File: src/pebac_pkg.sv
// Purpose: shared constants for the parallel eeprom host controller
// Assumes: 100 MHz system clock, 10 ns period
// Notes: times kept in their printed unit, cycle counts derived here
package pebac_pkg;
  localparam int CLK_PERIOD_PS = 10000; // clock period in ps
  // read timing, ns
  localparam int ADDR_ACCESS_NS = 150; // address or select to data
  localparam int OUTPUT_ACCESS_TIME_NS = 80; // drive low to data
  localparam int SELECT_RELEASE_TIME_NS = 50; // select high to release
  localparam int DRIVE_RELEASE_TIME_NS = 50; // drive high to release
  // write timing, ns
  localparam int STROBE_WIDTH_NS = 100; // strobe low pulse width
  localparam int STROBE_RECOVERY_NS = 100; // strobe high recovery
  localparam int DRIVE_SETUP_NS = 10; // drive high setup and hold
  localparam int ADDR_HOLD_NS = 50; // address hold after strobe fall
  // byte load window, ns
  localparam int BYTE_LOAD_WINDOW_MIN_NS = 200; // least spacing
  localparam int BYTE_LOAD_WINDOW_MAX_NS = 100000; // longest spacing
  // long times
  localparam int INTERNAL_WRITE_TIME_MS = 5; // self-timed write
  localparam int POWERUP_READ_US = 100; // power-up to read
  localparam int POWERUP_WRITE_MS = 5; // power-up to write
  // cycle counts: least times rounded up, longest rounded down
  localparam int ACCESS_CYC = (ADDR_ACCESS_NS * 1000 + CLK_PERIOD_PS - 1) / CLK_PERIOD_PS;
  localparam int OE_ACCESS_CYC = (OUTPUT_ACCESS_TIME_NS * 1000 + CLK_PERIOD_PS - 1) / CLK_PERIOD_PS;
  localparam int RELEASE_CYC = (DRIVE_RELEASE_TIME_NS * 1000 + CLK_PERIOD_PS - 1) / CLK_PERIOD_PS;
  localparam int STROBE_CYC = (STROBE_WIDTH_NS * 1000 + CLK_PERIOD_PS - 1) / CLK_PERIOD_PS;
  localparam int RECOVERY_CYC = (STROBE_RECOVERY_NS * 1000 + CLK_PERIOD_PS - 1) / CLK_PERIOD_PS;
  localparam int SETUP_CYC = (DRIVE_SETUP_NS * 1000 + CLK_PERIOD_PS - 1) / CLK_PERIOD_PS;
  localparam int LOAD_MIN_CYC = (BYTE_LOAD_WINDOW_MIN_NS * 1000 + CLK_PERIOD_PS - 1) / CLK_PERIOD_PS;
  localparam int LOAD_MAX_CYC = (BYTE_LOAD_WINDOW_MAX_NS * 1000) / CLK_PERIOD_PS;
  localparam int WRITE_WAIT_CYC = INTERNAL_WRITE_TIME_MS * 100000; // 5 ms at 100 MHz
  localparam int PU_READ_CYC = POWERUP_READ_US * 100; // 100 us at 100 MHz
  localparam int PU_WRITE_CYC = POWERUP_WRITE_MS * 100000; // 5 ms at 100 MHz
  // controller states
  typedef enum logic [3:0] {
    PEBAC_IDLE = 4'h0,
    PEBAC_RD_ACC = 4'h1,
    PEBAC_RD_REL = 4'h2,
    PEBAC_WR_SETUP = 4'h3,
    PEBAC_WR_PULSE = 4'h4,
    PEBAC_WR_HOLD = 4'h5,
    PEBAC_WR_GAP = 4'h6,
    PEBAC_BUSY = 4'h7,
    PEBAC_POLL_ACC = 4'h8,
    PEBAC_POLL_REL = 4'h9
  } pebac_state_t;
endpackage

File: src/pebac_host.sv
// Purpose: host controller driving a parallel eeprom through its pins
// Assumes: 100 MHz clock; device pins sampled through two flip-flops
// Notes: one request at a time; page loads and completion polling
// Function
// - host waits 5 ms unless polling
// - byte loads spaced 0.20 to 100 us
// - byte loads are strobe writes, drive high
// - drive may pulse low between byte loads
// - polls are ordinary reads with read timing
// - wait after power-up before read, write
`timescale 1ns/1ps
module pebac_host
  import pebac_pkg::*;
#(
  parameter int AW = 16, // address width
  parameter int DW = 8, // data width
  parameter int PAGE_BYTES = 128, // bytes per page
  parameter int WRITE_WAIT = pebac_pkg::WRITE_WAIT_CYC, // internal write wait, cycles
  parameter int PU_READ = pebac_pkg::PU_READ_CYC, // power-up to read, cycles
  parameter int PU_WRITE = pebac_pkg::PU_WRITE_CYC, // power-up to write, cycles
  parameter bit USE_POLL = 1'b1 // 1 polls for completion, 0 waits
) (
  input wire logic clk_i, // system clock
  input wire logic rst_i, // async reset, active high
  input wire logic req_i, // request valid
  input wire logic we_i, // 1 write, 0 read
  input wire logic last_i, // write closes the page
  input wire logic [AW-1:0] addr_i, // request address
  input wire logic [DW-1:0] wdata_i, // write data
  output logic ready_o, // request taken when high with req_i, except in the cycle an open page closes on its load window
  output logic rvalid_o, // read data pulse
  output logic [DW-1:0] rdata_o, // read data
  output logic busy_o, // internal write in progress
  output logic [AW-1:0] mem_addr_o, // address pins
  output logic mem_sel_n_o, // select, active low
  output logic mem_oe_n_o, // output drive, active low
  output logic mem_we_n_o, // write strobe, active low
  input wire logic [DW-1:0] mem_dq_i, // data pins in
  output logic [DW-1:0] mem_dq_o, // data pins out
  output logic mem_dq_oe_o // data pin drive enable
);
  import pebac_pkg::*;

  localparam int TW = 20; // timer width
  initial begin
    if (WRITE_WAIT >= (1 << TW) || PU_WRITE >= (1 << TW) || PU_READ >= (1 << TW)) begin
      $error("pebac_host: count exceeds timer");
    end
    if (PAGE_BYTES < 2 || PAGE_BYTES > (1 << AW) || DW < 8) $error("pebac_host: bad geometry");
  end

  pebac_state_t st_q, st_d; // controller state
  logic [AW-1:0] addr_q, addr_d; // address pins
  logic [DW-1:0] wd_q, wd_d; // write data pins
  logic [DW-1:0] last_wd_q, last_wd_d; // last byte written, for polling
  logic [DW-1:0] rd_q, rd_d; // read data
  logic sel_n_q, sel_n_d, oe_n_q, oe_n_d, we_n_q, we_n_d, dqoe_q, dqoe_d; // pin drive
  logic rv_q, rv_d; // read valid pulse
  logic page_q, page_d; // page open
  logic close_q, close_d; // current load closes page
  logic poll_q, poll_d; // current read is a completion poll
  logic [TW-1:0] win_q, win_d; // cycles since last load or poll
  logic [TW-1:0] pu_q, pu_d; // power-up count
  logic load; // timer load
  logic [TW-1:0] tval; // timer value
  logic tdone; // timer expired
  logic [DW-1:0] dq_s1_q, dq_s2_q; // data pin synchroniser
  logic rd_ok, wr_ok; // power-up waits passed

  // two flip-flop synchroniser on the data pins
  always_ff @(posedge clk_i or posedge rst_i) begin
    if (rst_i) begin
      dq_s1_q <= '0;
      dq_s2_q <= '0;
    end else begin
      dq_s1_q <= mem_dq_i;
      dq_s2_q <= dq_s1_q;
    end
  end

  pebac_timer #(.W(TW)) u_timer (
    .clk_i(clk_i),
    .rst_i(rst_i),
    .load_i(load),
    .value_i(tval),
    .done_o(tdone)
  );

  assign rd_ok = (pu_q >= TW'(PU_READ));
  assign wr_ok = (pu_q >= TW'(PU_WRITE));
  // ready in idle, or between page loads once the least spacing passed
  assign ready_o = ((st_q == PEBAC_IDLE) && rd_ok && (!we_i || wr_ok))
                   || ((st_q == PEBAC_WR_GAP) && we_i && (win_q >= TW'(LOAD_MIN_CYC)));
  assign busy_o = (st_q == PEBAC_BUSY) || (st_q == PEBAC_POLL_ACC) || (st_q == PEBAC_POLL_REL);

  // next state and pin values
  always_comb begin
    st_d = st_q;
    addr_d = addr_q;
    wd_d = wd_q;
    last_wd_d = last_wd_q;
    rd_d = rd_q;
    sel_n_d = sel_n_q;
    oe_n_d = oe_n_q;
    we_n_d = we_n_q;
    dqoe_d = dqoe_q;
    rv_d = 1'b0;
    page_d = page_q;
    close_d = close_q;
    poll_d = poll_q;
    win_d = (win_q == {TW{1'b1}}) ? win_q : win_q + 1'b1;
    pu_d = (pu_q == {TW{1'b1}}) ? pu_q : pu_q + 1'b1;
    load = 1'b0;
    tval = '0;
    case (st_q)
      PEBAC_IDLE, PEBAC_WR_GAP: begin
        // page closes if the longest spacing runs out
        // page_q is only set while a page stands open between loads
        if (page_q && win_q >= TW'(LOAD_MAX_CYC - STROBE_CYC)) begin
          st_d = PEBAC_BUSY;
          load = 1'b1;
          tval = TW'(WRITE_WAIT);
          page_d = 1'b0;
        end else if (req_i && ready_o) begin
          addr_d = addr_i;
          sel_n_d = 1'b0;
          if (we_i) begin
            wd_d = wdata_i;
            last_wd_d = wdata_i;
            oe_n_d = 1'b1;
            dqoe_d = 1'b1;
            // the last byte of a page always closes it, even as the first load
            close_d = last_i || (addr_i[$clog2(PAGE_BYTES)-1:0] ==
                      $clog2(PAGE_BYTES)'(PAGE_BYTES - 1));
            st_d = PEBAC_WR_SETUP;
            load = 1'b1;
            tval = TW'(SETUP_CYC);
          end else begin
            oe_n_d = 1'b0;
            poll_d = 1'b0;
            st_d = PEBAC_RD_ACC;
            load = 1'b1;
            tval = TW'(ACCESS_CYC + 2);
          end
        end
      end
      PEBAC_RD_ACC, PEBAC_POLL_ACC: begin
        // wait access time plus synchroniser delay
        if (tdone) begin
          rd_d = dq_s2_q;
          sel_n_d = 1'b1;
          oe_n_d = 1'b1;
          st_d = (st_q == PEBAC_RD_ACC) ? PEBAC_RD_REL : PEBAC_POLL_REL;
          load = 1'b1;
          tval = TW'(RELEASE_CYC);
          rv_d = !poll_q; // polls raise no read pulse
        end
      end
      PEBAC_RD_REL: begin
        // device lets go of the bus before anything else drives it
        if (tdone) st_d = PEBAC_IDLE;
      end
      PEBAC_WR_SETUP: begin
        // drive high setup, then strobe low
        if (tdone) begin
          we_n_d = 1'b0;
          st_d = PEBAC_WR_PULSE;
          load = 1'b1;
          tval = TW'(STROBE_CYC);
        end
      end
      PEBAC_WR_PULSE: begin
        if (tdone) begin
          we_n_d = 1'b1;
          win_d = '0;
          st_d = PEBAC_WR_HOLD;
          load = 1'b1;
          tval = TW'(RECOVERY_CYC);
        end
      end
      PEBAC_WR_HOLD: begin
        // data and drive held through recovery, then release
        if (tdone) begin
          sel_n_d = 1'b1;
          dqoe_d = 1'b0;
          if (close_q) begin
            st_d = PEBAC_BUSY;
            page_d = 1'b0;
            load = 1'b1;
            tval = TW'(WRITE_WAIT);
          end else begin
            page_d = 1'b1;
            st_d = PEBAC_WR_GAP;
          end
        end
      end
      PEBAC_BUSY: begin
        // wait full internal write, or poll until data matches
        if (tdone) begin
          st_d = PEBAC_IDLE;
        end else if (USE_POLL && win_q >= TW'(LOAD_MAX_CYC)) begin
          sel_n_d = 1'b0;
          oe_n_d = 1'b0;
          poll_d = 1'b1;
          st_d = PEBAC_POLL_ACC;
          load = 1'b1;
          tval = TW'(ACCESS_CYC + 2);
        end
      end
      PEBAC_POLL_REL: begin
        if (tdone) begin
          win_d = '0;
          if (rd_q == last_wd_q) begin
            st_d = PEBAC_IDLE;
          end else begin
            st_d = PEBAC_BUSY;
            load = 1'b1;
            tval = TW'(WRITE_WAIT);
          end
        end
      end
      default: begin
        st_d = PEBAC_IDLE;
      end
    endcase
  end

  // register state and pins
  always_ff @(posedge clk_i or posedge rst_i) begin
    if (rst_i) begin
      st_q <= PEBAC_IDLE;
      addr_q <= '0;
      wd_q <= '0;
      last_wd_q <= '0;
      rd_q <= '0;
      sel_n_q <= 1'b1;
      oe_n_q <= 1'b1;
      we_n_q <= 1'b1;
      dqoe_q <= 1'b0;
      rv_q <= 1'b0;
      page_q <= 1'b0;
      close_q <= 1'b0;
      poll_q <= 1'b0;
      win_q <= '0;
      pu_q <= '0;
    end else begin
      st_q <= st_d;
      addr_q <= addr_d;
      wd_q <= wd_d;
      last_wd_q <= last_wd_d;
      rd_q <= rd_d;
      sel_n_q <= sel_n_d;
      oe_n_q <= oe_n_d;
      we_n_q <= we_n_d;
      dqoe_q <= dqoe_d;
      rv_q <= rv_d;
      page_q <= page_d;
      close_q <= close_d;
      poll_q <= poll_d;
      win_q <= win_d;
      pu_q <= pu_d;
    end
  end

  assign mem_addr_o = addr_q;
  assign mem_sel_n_o = sel_n_q;
  assign mem_oe_n_o = oe_n_q;
  assign mem_we_n_o = we_n_q;
  assign mem_dq_o = wd_q;
  assign mem_dq_oe_o = dqoe_q;
  assign rdata_o = rd_q;
  assign rvalid_o = rv_q;
endmodule

File: src/pebac_timer.sv
// Purpose: loadable down counter used for the controller's state delays; power-up and load spacing use their own counts
// Assumes: load and count come from the same clock domain
// Notes: done is high while the count stands at zero
`timescale 1ns/1ps
module pebac_timer #(
  parameter int W = 20 // counter width
) (
  input wire logic clk_i, // system clock
  input wire logic rst_i, // async reset, active high
  input wire logic load_i, // load a new count
  input wire logic [W-1:0] value_i, // count to load
  output logic done_o // count reached zero
);
  logic [W-1:0] cnt_q; // remaining cycles
  logic [W-1:0] cnt_d; // next count

  initial begin
    if (W < 2) $error("pebac_timer: width too small");
  end

  // next count: load wins, else count toward zero
  always_comb begin
    cnt_d = cnt_q;
    if (load_i) begin
      cnt_d = value_i;
    end else if (cnt_q != '0) begin
      cnt_d = cnt_q - 1'b1;
    end
  end

  // register the count
  always_ff @(posedge clk_i or posedge rst_i) begin
    if (rst_i) begin
      cnt_q <= '0;
    end else begin
      cnt_q <= cnt_d;
    end
  end

  assign done_o = (cnt_q == '0);
endmodule

File: config.mk
export PLATFORM = sky130hd
export DESIGN_NAME = pebac_host
export DESIGN_NICKNAME = d
export VERILOG_FILES = /design/src/pebac_pkg.sv /design/src/pebac_host.sv /design/src/pebac_timer.sv
export SDC_FILE = /design/constraint.sdc
export NUM_CORES = 1
export LEC_CHECK = 0
export BUFFER_PORTS_ARGS = -buffer_cell sky130_fd_sc_hd__buf_2
export CORE_MARGIN = 2
export CORE_UTILIZATION = 40
export DETAILED_ROUTE_END_ITERATION = 8
export HOLD_SLACK_MARGIN = 0.1
export PLACE_DENSITY = 0.7
export SLEW_MARGIN = 15
export SYNTH_ARGS = -nofsm -noshare
export SYNTH_HDL_FRONTEND = slang
export SYNTH_SLANG_ARGS = --single-unit
File: constraint.sdc
create_clock -name clk_i -period 8.25 [get_ports clk_i]
set_input_delay 1.2375 -clock clk_i [delete_from_list [all_inputs] [get_ports clk_i]]
set_output_delay 1.2375 -clock clk_i [all_outputs]
set_load 0.02 [all_outputs]
==> impl_metrics.tcl <==
set metrics [dict create \
    status "finished clean" \
    gp_congestion 0.852 \
    syn-num-nets 601 \
    synth_area_leaders "dfrtp_1, mux2_2, xnor2_1" \
    r2r_cells 5 \
    grt_overflow_total 0 \
    synth_most_common_cell "dfrtp_1" \
    path_max_fanout 25 \
    yosysSeqAreaShare 0.499 \
    antenna_found_initial 0 \
    grtUsageTotal 0.179 \
    tns_ns 0 \
    drt.antenna.violating_nets 0 \
    synthTopCellsByCount "dfrtp_1, nor2_1, nand2_1" \
    first_iter_violations 281 \
    hold_buffers 0 \
    grt_max_degree 89 \
    nFillCells 1315 \
    crit_family "flip-flops" \
    wirelength_um 13200 \
    max_freq_mhz 283 \
    p_total_uw 1330 \
    critPathLaunchType "flop" \
    via_count 4452 \
    first_pass_iters 4 \
    row_count 44 \
    netlist_area_um2 6020 \
    die_w_um 127 \
    synthArstFlopShare 1.00 \
    ys_warn_count 0 \
    p_sw_frac 0.199 \
    setup_violations 0 \
    path_cells "nor4_1 -> o21ai_0 -> o21ai_0 -> buf_2" \
    yosys.area.top_type_share 0.486 \
    die_h_um 127 \
    initial_core_util 0.411 \
    cts_root_buffer "clkbuf_16" \
    hold_viol_final 0 \
    irDropWorstVdd_mv 0.100 \
    p_switching_uw 264 \
    leakage_uw 0.00330 \
    cp_data_arrival_time_ns 2.29 \
    relSlewSlack 0.408 \
    synth.avg_cell_area_um2 10.8 \
    clock_power_share 0.535 \
    die-area_um2 16000 \
    skew_ns 0.00929 \
    grt_pass1_vias 4712 \
    grt_pass1_wl_um 23200 \
    synth_cell_types 74 \
    ys_ff_latch 120 \
    cts_buffers 17 \
    nets 678 \
    maxCapViolCount 0 \
    cts_setup_buffers 0 \
    synth_edf_count 0 \
    n_antenna_cell 0 \
    cts_resized 0 \
    dp_hpwl_um 9390 \
    cts-htree-levels 4 \
    area_delta_synth_final_pct 18.3 \
    clock_latency_ns 0.41 \
    fin_crit_ns 3.53 \
    slew_viol_final 0 \
    wl_per_cell_um 15.8 \
    cts_tree "built" \
    via_per_inst 5.34 \
    critical_path_class "flop to output port" \
    slowest_stage "dfrtp_1" \
    ios 76 \
    critPathRequiredTime_ns 7.01 \
    holdPathStages 0 \
    postSynthCellCount 559 \
    synth_top_area_cell "dfrtp_1" \
    seqCellArea_um2 3010 \
    endpoint_kind "output port" \
    fp.coreArea_um2 14600 \
    clock-sinks 120 \
    cts.clk_slew.worst_paths_ns 0.05 \
    crit_buf_inv 1 \
    power_frac_seq 0.448 \
    powerDensity_nw_per_um2 186 \
    finalWorstSetupSlack_ns 4.72 \
    io_buffers 75 \
    hold_path_class "flop to flop" \
    drive_above_1_share 0.268 \
    place_ws_ns 4.88 \
    timing.final.crit_share 0.428 \
    path_depth 4 \
    drc_errors 0 \
    multi_input_area_um2 2840 \
    p_int_uw 1060 \
    crit_path_frequent_cell "o21ai_0" \
    synthFlopType "dfrtp_1" \
    comb_power_share 0.017 \
    tightest_slew_ns 0.881 \
    grt_setup_unrepaired "no" \
    clock_path_buffers 2 \
    slowest_delay_ns 0.69 \
]
registers in the layout, indices dropped and copies added, names as in the netlist, 4 cells and up:
name and count:
mem_addr_o 16, st_q 4, last_wd_q 8, rdata_o 8, u_timer.cnt_q 20, pu_q 20, dq_s1_q 8, win_q 20
dq_s2_q 8
final cells by class:
cell class,count,share of cell area
inverter,20,0.0109
sequential,120,0.422
clock inverter,6,0.00878
timing repair buffer,77,0.0553
tap,184,0.0323
multi-input combinational,400,0.398
clock buffer,26,0.0729
metrics by stage:
stage	area (um2)	utilization	cells	hold slack, ns
final	7130	0.487	833	0.347
after floorplan	6020	-	559	0.331
after CTS	7120	0.486	833	0.348
after detailed placement	6530	0.446	801	0.335
after global routing	7130	0.487	833	0.361
after global placement	6530	0.446	801	0.333
cell families after synthesis:
| kind of cell | synth area share |
|---|---|
| AND/OR/NAND/NOR | 0.201 |
| AO/OA/AOI/OAI | 0.0943 |
| adder cells (fa/ha/maj) | 0.0104 |
| XOR/XNOR | 0.0786 |
| flip-flops | 0.499 |
| buffers and inverters | 0.0316 |
| multiplexers | 0.0846 |
cell usage in the layout (no fill, tap or decap), types with 8 or more instances in the layout:
master / instances
a21oi_1: 13
buf_2: 75
clkbuf_16: 17
dfrtp_1: 117
inv_1: 18
mux2_2: 26
mux2_4: 9
nand2_1: 34
nand3_1: 19
nand4_1: 13
nor2_1: 66
nor3_1: 16
nor4_1: 18
o21ai_0: 16
or3_1: 8
xnor2_1: 29
xor2_1: 25
worst paths after layout:
kind,slack [ns],end,startpoint
worst max register to register,5.24,mem_addr_o[1]$_DFFE_PP0P_,st_q[1]$_DFFE_PP0P_
min in group asynchronous,0.83,win_q[13]$_DFF_PP0_,rst_i
max in group asynchronous,6.31,dq_s1_q[0]$_DFF_PP0_,rst_i
worst min-delay path,0.35,dq_s2_q[7]$_DFF_PP0_,dq_s1_q[7]$_DFF_PP0_
worst max-delay path,4.72,ready_o,st_q[1]$_DFFE_PP0P_
worst min register to register,0.35,dq_s2_q[7]$_DFF_PP0_,dq_s1_q[7]$_DFF_PP0_
power groups by stage:
stage	logic [uW]	registers (uW)	clock network, uW
floorplan	9.62	604	0
finish	22.4	594	709
detailed placement	23.4	604	0
global route	26.3	594	757
global placement	22.3	604	0
CTS	23.5	594	725
metal layers:
metal	part of all wire	track usage	vias to the layer above	routed length (um)
li1	-	-	2168	-
met1	0.42	0.221	2191	5580
met2	0.52	0.305	80	6870
met3	0.038	0.0477	13	503
met4	0.015	0.0666	0	199
met5	0	0	-	0
No activity file was read; power rests on OpenSTA's default activity.
